[config.mk]
export PLATFORM = sky130hd
export DESIGN_NAME = motor_phasing
export DESIGN_NICKNAME = d
export VERILOG_FILES = /design/src/hw/phasing_pkg.sv /design/src/hw/servo_tick_gen.sv /design/src/hw/phase_vector_mixer.sv /design/src/hw/motor_phasing.sv
export SDC_FILE = /design/constraint.sdc
export NUM_CORES = 1
export LEC_CHECK = 0
export ABC_CLOCK_PERIOD_IN_PS = 10630
export BUFFER_PORTS_ARGS = -buffer_cell sky130_fd_sc_hd__buf_2
export CORE_ASPECT_RATIO = 0.75
export CORE_MARGIN = 4
export CORE_UTILIZATION = 45
export DETAILED_ROUTE_END_ITERATION = 10
export PLACE_DENSITY = 0.62
export SYNTH_ARGS = -nofsm -noshare
export SYNTH_HDL_FRONTEND = slang
export SYNTH_SLANG_ARGS = --single-unit
[constraint.sdc]
create_clock -name clk_i -period 10.63 [get_ports clk_i]
set_clock_uncertainty 0.05 [all_clocks]
set_input_delay 1.063 -clock clk_i [delete_from_list [all_inputs] [get_ports clk_i]]
set_output_delay 1.063 -clock clk_i [all_outputs]
set_load 0.005 [all_outputs]
[src/hw/phasing_pkg.sv]
package phasing_pkg;
    // ==========================================================
    // Clock and servo timing
    localparam int unsigned CLK_FREQ_HZ = 20000000;
    localparam int unsigned SERVO_FREQ_HZ = 2250;
    localparam int unsigned SERVO_DIV = CLK_FREQ_HZ / SERVO_FREQ_HZ;
    localparam int unsigned STEP_TIME_SCALE = 256;

    // ==========================================================
    // Register offsets (byte addresses)
    localparam logic [7:0] OFS_MAGNITUDE = 8'h00;
    localparam logic [7:0] OFS_DURATION = 8'h04;
    localparam logic [7:0] OFS_OFFSET = 8'h08;
    localparam logic [7:0] OFS_CONFIG = 8'h0c;
    localparam logic [7:0] OFS_COMMAND = 8'h10;
    localparam logic [7:0] OFS_STATUS = 8'h14;
    localparam logic [7:0] OFS_PHASE_POS = 8'h18;

    // ==========================================================
    // Reset values
    localparam logic [15:0] RST_MAGNITUDE = 16'h0000;
    localparam logic [7:0] RST_DURATION = 8'h00;
    localparam logic [23:0] RST_OFFSET = 24'h000000;
    localparam logic [31:0] RST_CONFIG = 32'h00010000;

    // ==========================================================
    // Config register fields
    localparam int CFG_COMMUTATE = 0;
    localparam int CFG_SLIP = 1;
    localparam int CFG_MODE_LO = 2;
    localparam int CFG_CUR_LOOP = 4;
    localparam int CFG_PTR_LO = 8;
    localparam int CFG_CCC_LO = 16;

    // Command register bits
    localparam int CMD_PHASE_START = 0;
    localparam int CMD_REF_LOAD = 1;
    localparam int CMD_INIT_DONE = 2;

    // ==========================================================
    // Two-guess angles in 1/256 of a commutation cycle
    localparam logic [7:0] GUESS_ANGLE_A = 8'h00;
    localparam logic [7:0] GUESS_ANGLE_B = 8'h40;

    typedef enum logic [2:0] {
        ST_IDLE = 3'b000,
        ST_GUESS_A = 3'b001,
        ST_GUESS_B = 3'b010,
        ST_STEP_A = 3'b011,
        ST_STEP_B = 3'b100,
        ST_ZERO_OUT = 3'b101
    } phase_state_t;
endpackage

[src/hw/servo_tick_gen.sv]
`timescale 1ns/1ps
module servo_tick_gen #(
    parameter int unsigned DIV = phasing_pkg::SERVO_DIV
) (
    input wire logic clk_i,
    input wire logic arst_n_i,
    output logic tick_o
);
    import phasing_pkg::*;

    typedef struct packed {
        logic [15:0] cnt;
        logic tick;
    } tick_state_t;

    tick_state_t s_reg;
    tick_state_t s_next;

    // ==========================================================
    // Divider: one-cycle servo enable every DIV clocks
    always_comb begin
        s_next = s_reg;
        s_next.tick = 1'b0;
        if (s_reg.cnt == 16'(DIV - 1)) begin
            s_next.cnt = 16'h0000;
            s_next.tick = 1'b1;
        end else begin
            s_next.cnt = s_reg.cnt + 16'h0001;
        end
    end

    always_ff @(posedge clk_i or negedge arst_n_i) begin
        if (!arst_n_i) begin
            s_reg <= '0;
        end else begin
            s_reg <= s_next;
        end
    end

    assign tick_o = s_reg.tick;
endmodule // servo_tick_gen

[src/hw/phase_vector_mixer.sv]
`timescale 1ns/1ps
module phase_vector_mixer (
    input wire logic signed [15:0] magnitude_i,
    input wire logic [7:0] angle_i,
    input wire logic [7:0] phase_angle_setting_i,
    output logic signed [15:0] out_a_o,
    output logic signed [15:0] out_b_o
);
    import phasing_pkg::*;

    // ==========================================================
    // Coarse sine, 16 steps per cycle, scaled by 127
    // Coarse on purpose: a guess only needs the rough direction.
    function automatic logic signed [7:0] coarse_sin(input logic [7:0] ang);
        logic signed [7:0] tbl [0:15];
        tbl = '{8'sh00, 8'sh31, 8'sh5a, 8'sh75, 8'sh7f, 8'sh75, 8'sh5a, 8'sh31,
                8'sh00, -8'sh31, -8'sh5a, -8'sh75, -8'sh7f, -8'sh75, -8'sh5a,
                -8'sh31};
        return tbl[ang[7:4]];
    endfunction

    function automatic logic signed [15:0] scale(input logic signed [15:0] mag,
                                                 input logic signed [7:0] s);
        logic signed [23:0] prod;
        prod = mag * s;
        return prod[22:7];
    endfunction

    // Vector spread over two phases at the guessed angle
    always_comb begin
        out_a_o = scale(magnitude_i, coarse_sin(angle_i));
        out_b_o = scale(magnitude_i, coarse_sin(angle_i + phase_angle_setting_i));
    end
endmodule // phase_vector_mixer

[src/hw/motor_phasing.sv]
// What this block does
// - Search magnitude is signed 16-bit, in DAC units, driven as open-loop output.
// - Search runs only when commutated here, synchronous, and no absolute sensor.
// - Mode 1 or 3 searches at power-on; mode 0 or 2 waits for start.
// - Mode 0 or 1: two-guess search spreads magnitude vector by guessed angle.
// - Mode 2 or 3: stepper search forces magnitude current into single phases.
// - Two-guess holds each guessed angle for duration servo cycles.
// - Stepper holds each phase for duration times 256 servo cycles.
// - Offset is signed 24-bit, counts times commutation cycle count.
// - With absolute sensor: reference at power-on if mode 1, and every start.
// - Reference load copies the offset straight into phase position.
// - Magnitude and duration both zero means no search motion; both reset zero.
//
// The placing of the registers and the address-and-strobe port are this design's own decisions.
`timescale 1ns/1ps
module motor_phasing #(
    parameter int unsigned SERVO_DIV = phasing_pkg::SERVO_DIV
) (
    input wire logic clk_i,
    input wire logic arst_n_i,
    input wire logic [7:0] addr_i,
    input wire logic [31:0] wdata_i,
    input wire logic wr_i,
    input wire logic rd_i,
    output logic [31:0] rdata_o,
    input wire logic [23:0] enc_pos_i,
    input wire logic [23:0] abs_pos_i,
    input wire logic [7:0] phase_angle_setting_i,
    output logic signed [15:0] dac_a_o,
    output logic signed [15:0] dac_b_o,
    output logic [23:0] phase_pos_o,
    output logic open_loop_o,
    output logic phased_o
);
    import phasing_pkg::*;

    typedef struct packed {
        phase_state_t state;
        logic [15:0] cnt;
        logic [23:0] start_pos;
        logic d1_pos;
        logic [23:0] phase_pos;
        logic power_pending;
        logic phased;
        logic skipped;
        logic signed [15:0] dac_a;
        logic signed [15:0] dac_b;
        logic [15:0] magnitude;
        logic [7:0] duration;
        logic [23:0] offset;
        logic [31:0] config_bits;
        logic [31:0] rdata;
    } phasing_state_t;

    phasing_state_t s_reg;
    phasing_state_t s_next;

    logic servo_tick;
    logic signed [15:0] mix_a;
    logic signed [15:0] mix_b;
    logic [7:0] mix_angle;

    // Config fields, named for readability
    logic commutate;
    logic slip;
    logic [1:0] mode;
    logic [7:0] sensor_ptr;
    logic [7:0] cycle_count;
    logic stepper;
    logic search_ok;
    logic abs_ok;
    logic [15:0] hold_target;
    logic hold_done;
    logic [23:0] delta;
    logic [7:0] est_angle;
    logic [31:0] abs_scaled;
    logic wr_cmd;
    logic start_req;
    logic auto_req;

    // ==========================================================
    // Servo-cycle enable
    servo_tick_gen #(
        .DIV(SERVO_DIV)
    ) u_tick (
        .clk_i(clk_i),
        .arst_n_i(arst_n_i),
        .tick_o(servo_tick)
    );

    // ==========================================================
    // Two-guess vector output
    assign mix_angle = (s_reg.state == ST_GUESS_B) ? GUESS_ANGLE_B : GUESS_ANGLE_A;

    phase_vector_mixer u_mix (
        .magnitude_i(s_reg.magnitude),
        .angle_i(mix_angle),
        .phase_angle_setting_i(phase_angle_setting_i),
        .out_a_o(mix_a),
        .out_b_o(mix_b)
    );

    // ==========================================================
    // Decoded settings and helpers
    always_comb begin
        commutate = s_reg.config_bits[CFG_COMMUTATE];
        slip = s_reg.config_bits[CFG_SLIP];
        mode = s_reg.config_bits[CFG_MODE_LO +: 2];
        sensor_ptr = s_reg.config_bits[CFG_PTR_LO +: 8];
        cycle_count = s_reg.config_bits[CFG_CCC_LO +: 8];
        stepper = mode[1];
        search_ok = commutate && !slip && (sensor_ptr == 8'h00);
        abs_ok = commutate && (sensor_ptr != 8'h00);
        // Hold time in servo cycles per method
        hold_target = stepper ? 16'(s_reg.duration * STEP_TIME_SCALE)
                              : {8'h00, s_reg.duration};
        hold_done = (s_reg.cnt == hold_target);
        delta = enc_pos_i - s_reg.start_pos;
        // Rough rotor angle from the direction of the two responses
        case ({s_reg.d1_pos, !delta[23]})
            2'b11: est_angle = 8'h20;
            2'b01: est_angle = 8'h60;
            2'b00: est_angle = 8'ha0;
            default: est_angle = 8'he0;
        endcase
        // Absolute reading scaled into phase units plus signed offset
        abs_scaled = 32'($signed(abs_pos_i) * $signed({1'b0, cycle_count}))
                   + 32'($signed(s_reg.offset));
        wr_cmd = wr_i && (addr_i == OFS_COMMAND);
        start_req = wr_cmd && wdata_i[CMD_PHASE_START];
        // Power-on run, taken once software marks setup complete
        auto_req = wr_cmd && wdata_i[CMD_INIT_DONE] && s_reg.power_pending;
    end

    // ==========================================================
    // Next-state logic: registers, sequencer and read port
    always_comb begin
        s_next = s_reg;

        // Register writes; settings are frozen while a search runs
        if (wr_i && s_reg.state == ST_IDLE) begin
            if (addr_i == OFS_MAGNITUDE) begin
                s_next.magnitude = wdata_i[15:0];
            end else if (addr_i == OFS_DURATION) begin
                s_next.duration = wdata_i[7:0];
            end else if (addr_i == OFS_OFFSET) begin
                s_next.offset = wdata_i[23:0];
            end else if (addr_i == OFS_CONFIG) begin
                s_next.config_bits = wdata_i;
            end
        end
        if (auto_req) begin
            s_next.power_pending = 1'b0;
        end

        // Hold counter runs on servo enables only
        if (s_reg.state != ST_IDLE && servo_tick) begin
            s_next.cnt = s_reg.cnt + 16'h0001;
        end

        case (s_reg.state)
            ST_IDLE: begin
                s_next.cnt = 16'h0000;
                s_next.dac_a = 16'sh0000;
                s_next.dac_b = 16'sh0000;
                if (wr_cmd && wdata_i[CMD_REF_LOAD]) begin
                    s_next.phase_pos = s_reg.offset;
                end else if ((start_req || (auto_req && mode == 2'b01)) && abs_ok) begin
                    s_next.phase_pos = abs_scaled[23:0];
                    s_next.phased = 1'b1;
                end else if ((start_req || (auto_req && mode[0])) && search_ok) begin
                    s_next.phased = 1'b0;
                    s_next.skipped = 1'b0;
                    s_next.start_pos = enc_pos_i;
                    if (s_reg.magnitude == 16'h0000 && s_reg.duration == 8'h00) begin
                        s_next.skipped = 1'b1;
                    end else if (stepper) begin
                        s_next.state = ST_STEP_A;
                    end else begin
                        s_next.state = ST_GUESS_A;
                    end
                end
            end
            ST_GUESS_A: begin
                s_next.dac_a = mix_a;
                s_next.dac_b = mix_b;
                if (hold_done) begin
                    // Sample first response, start second guess
                    s_next.d1_pos = !delta[23];
                    s_next.start_pos = enc_pos_i;
                    s_next.cnt = 16'h0000;
                    s_next.state = ST_GUESS_B;
                end
            end
            ST_GUESS_B: begin
                s_next.dac_a = mix_a;
                s_next.dac_b = mix_b;
                if (hold_done) begin
                    s_next.phase_pos = {est_angle, 16'h0000};
                    s_next.cnt = 16'h0000;
                    s_next.state = ST_ZERO_OUT;
                end
            end
            ST_STEP_A: begin
                // Current into A, opposite into B
                s_next.dac_a = s_reg.magnitude;
                s_next.dac_b = -s_reg.magnitude;
                if (hold_done) begin
                    s_next.cnt = 16'h0000;
                    s_next.state = ST_STEP_B;
                end
            end
            ST_STEP_B: begin
                // A released: rotor settles at cycle zero
                s_next.dac_a = 16'sh0000;
                s_next.dac_b = -s_reg.magnitude;
                if (hold_done) begin
                    s_next.phase_pos = 24'h000000;
                    s_next.cnt = 16'h0000;
                    s_next.state = ST_ZERO_OUT;
                end
            end
            ST_ZERO_OUT: begin
                // One more open-loop cycle; outputs read zero as the loop closes
                s_next.dac_a = 16'sh0000;
                s_next.dac_b = 16'sh0000;
                s_next.phased = 1'b1;
                s_next.state = ST_IDLE;
            end
            default: begin
                s_next.state = ST_IDLE;
            end
        endcase

        // Read data valid in the cycle after the strobe only
        s_next.rdata = 32'h00000000;
        if (rd_i) begin
            if (addr_i == OFS_MAGNITUDE) begin
                s_next.rdata = {16'h0000, s_reg.magnitude};
            end else if (addr_i == OFS_DURATION) begin
                s_next.rdata = {24'h000000, s_reg.duration};
            end else if (addr_i == OFS_OFFSET) begin
                s_next.rdata = {8'h00, s_reg.offset};
            end else if (addr_i == OFS_CONFIG) begin
                s_next.rdata = s_reg.config_bits;
            end else if (addr_i == OFS_STATUS) begin
                s_next.rdata = {24'h000000, s_reg.power_pending, s_reg.skipped,
                                s_reg.phased, 2'b00, s_reg.state};
            end else if (addr_i == OFS_PHASE_POS) begin
                s_next.rdata = {8'h00, s_reg.phase_pos};
            end
        end
    end

    // ==========================================================
    // State register
    always_ff @(posedge clk_i or negedge arst_n_i) begin
        if (!arst_n_i) begin
            s_reg <= '0;
            s_reg.state <= ST_IDLE;
            s_reg.power_pending <= 1'b1;
            s_reg.magnitude <= RST_MAGNITUDE;
            s_reg.duration <= RST_DURATION;
            s_reg.offset <= RST_OFFSET;
            s_reg.config_bits <= RST_CONFIG;
        end else begin
            s_reg <= s_next;
        end
    end

    // ==========================================================
    // Outputs from flops, except open_loop_o decoded from the state register
    assign rdata_o = s_reg.rdata;
    assign dac_a_o = s_reg.dac_a;
    assign dac_b_o = s_reg.dac_b;
    assign phase_pos_o = s_reg.phase_pos;
    assign open_loop_o = (s_reg.state != ST_IDLE);
    assign phased_o = s_reg.phased;
endmodule // motor_phasing

==> metrics.csv <==
stage,metric,value,unit
grt,Total GRT Usage,0.223,
synthesis,ranking of synthesized cells by area,"fa_1 (24%), dfrtp_1 (23%), ha_1 (8.6%), inv_1 (6.3%), and2_1 (4.4%)",
placement,Port Buffers,185,
detailed_routing,# DRC,0,
job,maxcap violations,0,
synthesis,Seq cells post-synth,232,
placement,Setup Slack @ Placement,3220,ps
power,NetSw,1.45,mW
synthesis,Synth Warn #,0,
finish,Post-layout nets,3242,
detailed_routing,drt total wl,65.7,mm
synthesis,post-synth cell types,83,
synthesis,Synth area leader,fa_1,
cts,hold buffer count at CTS,0,
placement,Placer Congestion,0.915,
grt,number of global-route vias before repair,19000,
power,clock share of power,0.258,
power,Reg power frac,0.295,
critical_path,critical path class,reg2reg,
finish,fraction of layout cells with a size suffix above 1,0.141,
detailed_routing,mean routed wirelength per cell,19.2,um
synthesis,Synth Cell Area,24900,sq um
sta,final setup fails,0,
finish,Largest register FFs,115,
floorplan,initial core utilization,0.456,
synthesis,syn_nets,3180,
cts,TritonCTS Buffers,26,
synthesis,Post-synth EDFFs,0,
power,Pint,2.16,mW
sta,unrepaired setup endpoints after global routing,no,
power,Pleak,13.7,nW
detailed_routing,Initial DRT Pass Iterations,6,
floorplan,# rows,74,
sta,Fin. Hold Viols,0,
synthesis,Post-synth top cells,"inv_1 (418), fa_1 (295), dfrtp_1 (230), nand2_1 (221), and2_1 (174)",
cts,CTS root buf,clkbuf_16,
cts,post-CTS resize count,0,
synthesis,sequential share of the synthesized area,0.233,
power,Net Sw Frac,0.403,
critical_path,critical path startpoint category,flop,
sta,Max transition margin,0.172,
synthesis,top-count cell post-synth,inv_1,
floorplan,die width,280,um
sta,Final Max Tran Viols,0,
sta,shortest period the worst path allows,7540,ps
sta,fmax,0.133,GHz
power,power per cell area,134,nW/um^2
detailed_routing,DRT antenna net count,0,
sta,Worst-Margin Slew,1240,ps
cts,CTS H-tree depth,1,
synthesis,Yosys top cell area share,0.237,
power,Comb power frac,0.447,
detailed_routing,vias per cell,5.40,
grt,grt ovf,0,
sta,Final period util,0.710,
floorplan,Die H,212,um
critical_path,"Max FO, Critical Path",21,
critical_path,crit end category,flop,
grt,first-pass GRT wire length,105,mm
cts,Clock Latency Late Sink,560,ps
sta,TNS Setup,0,ps
cts,CTS tree,done,
critical_path,WP data arrival,7920,ps
cts,clock transition at the registers of the reported paths,70,ps
min_path,Hold Path Class,reg2reg,
power,Worst IR Drop VDD,0.116,mV
grt,largest net degree at the start of global routing,104,
finish,Finished Layout Cells,3420,
grt,initial antenna violation count,5,
placement,DP HPWL,51.5,mm
synthesis,Post-Syn Instances,2614,
floorplan,die area,59200,sq um
synthesis,Synth async-reset ratio,1.00,
sta,setup ws final,3090,ps
finish,Final Util,0.491,
detailed_routing,initial DRC count,1451,
cts,# clock sinks,232,
floorplan,total core area,54600,sq um
finish,area delta synth->final,7.80,%
placement,Cells after DPL,3370,
critical_path,CP required,11000,ps
floorplan,IO Pins,190,
cts,Post-CTS Setup Inserts,0,
run_status,status,completed,
synthesis,Avg Inst Size Synth,9.52,sq um
synthesis,ys flop type,dfrtp_1,
detailed_routing,vias,18500,
cts,Longest Clk Path Bufs,3,
[layer usage]
layer / vias up / GRT usage / wire, um
met5: - / 0 / 34
met4: 4 / 0.0435 / 1310
met3: 94 / 0.0491 / 5130
met2: 619 / 0.335 / 28700
met1: 9254 / 0.334 / 30600
li1: 8481 / - / -
[metrics by stage]
stage	total power, mW	hold WS, ps	cell area (sq um)
floorplan	2.22	383	24900
global placement	2.64	396	26000
detailed placement	2.69	409	26000
CTS	3.64	417	26800
global route	3.90	433	26800
finish	3.61	413	26800
[worst paths after layout]
path | from | endpoint | slack (ps) | depth (start not counted)
hold / removal | u_tick.s_reg[1]$_DFF_PN0_ | u_tick.s_reg[1]$_DFF_PN0_ | 410 | 1
min in group asynchronous | arst_n_i | s_reg[181]$_DFFE_PN0P_ | 500 | 1
hold reg to reg | u_tick.s_reg[1]$_DFF_PN0_ | u_tick.s_reg[1]$_DFF_PN0_ | 410 | 1
setup reg to reg | s_reg[214]$_DFFE_PN0P_ | dac_b_o[5]$_DFFE_PN0P_ | 3090 | 23
setup / recovery | s_reg[214]$_DFFE_PN0P_ | dac_b_o[5]$_DFFE_PN0P_ | 3090 | 23
max in group asynchronous | arst_n_i | rdata_o[13]$_DFF_PN0_ | 8510 | 2
[power by group through the flow]
stage | clock network, mW | logic (mW) | registers [mW]
2_1_floorplan | 0 | 1.17 | 1.05
3_3_place_gp | 0 | 1.56 | 1.08
3_5_place_dp | 0 | 1.61 | 1.08
4_1_cts | 0.951 | 1.62 | 1.07
5_1_grt | 0.988 | 1.83 | 1.08
6_report | 0.930 | 1.61 | 1.07
[critical path, stage by stage, from the launching register on]
cell	delay (ps)
dfrtp_1	370
nand2b_1	220
nor2_2	260
buf_4	370
ha_1	260
xor2_2	190
nor2_1	980
nand2_1	160
fa_1	500
fa_1	540
inv_1	50
fa_1	470
inv_1	50
fa_1	470
inv_1	40
ha_1	300
and2_1	150
or3b_2	470
and3b_1	200
o21ai_0	380
xor2_1	240
mux2_2	310
a221oi_1	260
nor2_1	80
[area by class of cell]
class                      instances  area (sq um)
clock inverter                    11           135
fill                            5163         27800
sequential                       232          5810
clock buffer                      37           732
tap                              722           903
antenna                            2          5.00
multi-input combinational       1773         16500
timing repair buffer             222          1210
inverter                         421          1580
[cell families after synthesis]
| kind of cell | share of synthesized area |
|---|---|
| AO/OA/AOI/OAI | 0.0939 |
| AND/OR/NAND/NOR | 0.144 |
| flip-flops | 0.233 |
| buffers and inverters | 0.106 |
| XOR/XNOR | 0.0436 |
| adder cells (fa/ha/maj) | 0.324 |
| multiplexers | 0.0553 |
[cells in the final DEF (no fill, tap or decap), drive strengths merged, types with 101 or more instances in the layout]
cell type / synthesis / routed
nand2: 221 / 221
ha: 171 / 171
and2: 174 / 174
o21ai: 101 / 101
mux2: 108 / 108
buf: 108 / 222
fa: 295 / 295
nor2: 134 / 134
inv: 419 / 422
dfrtp: 230 / 230
(Power assumes the default switching activity.)
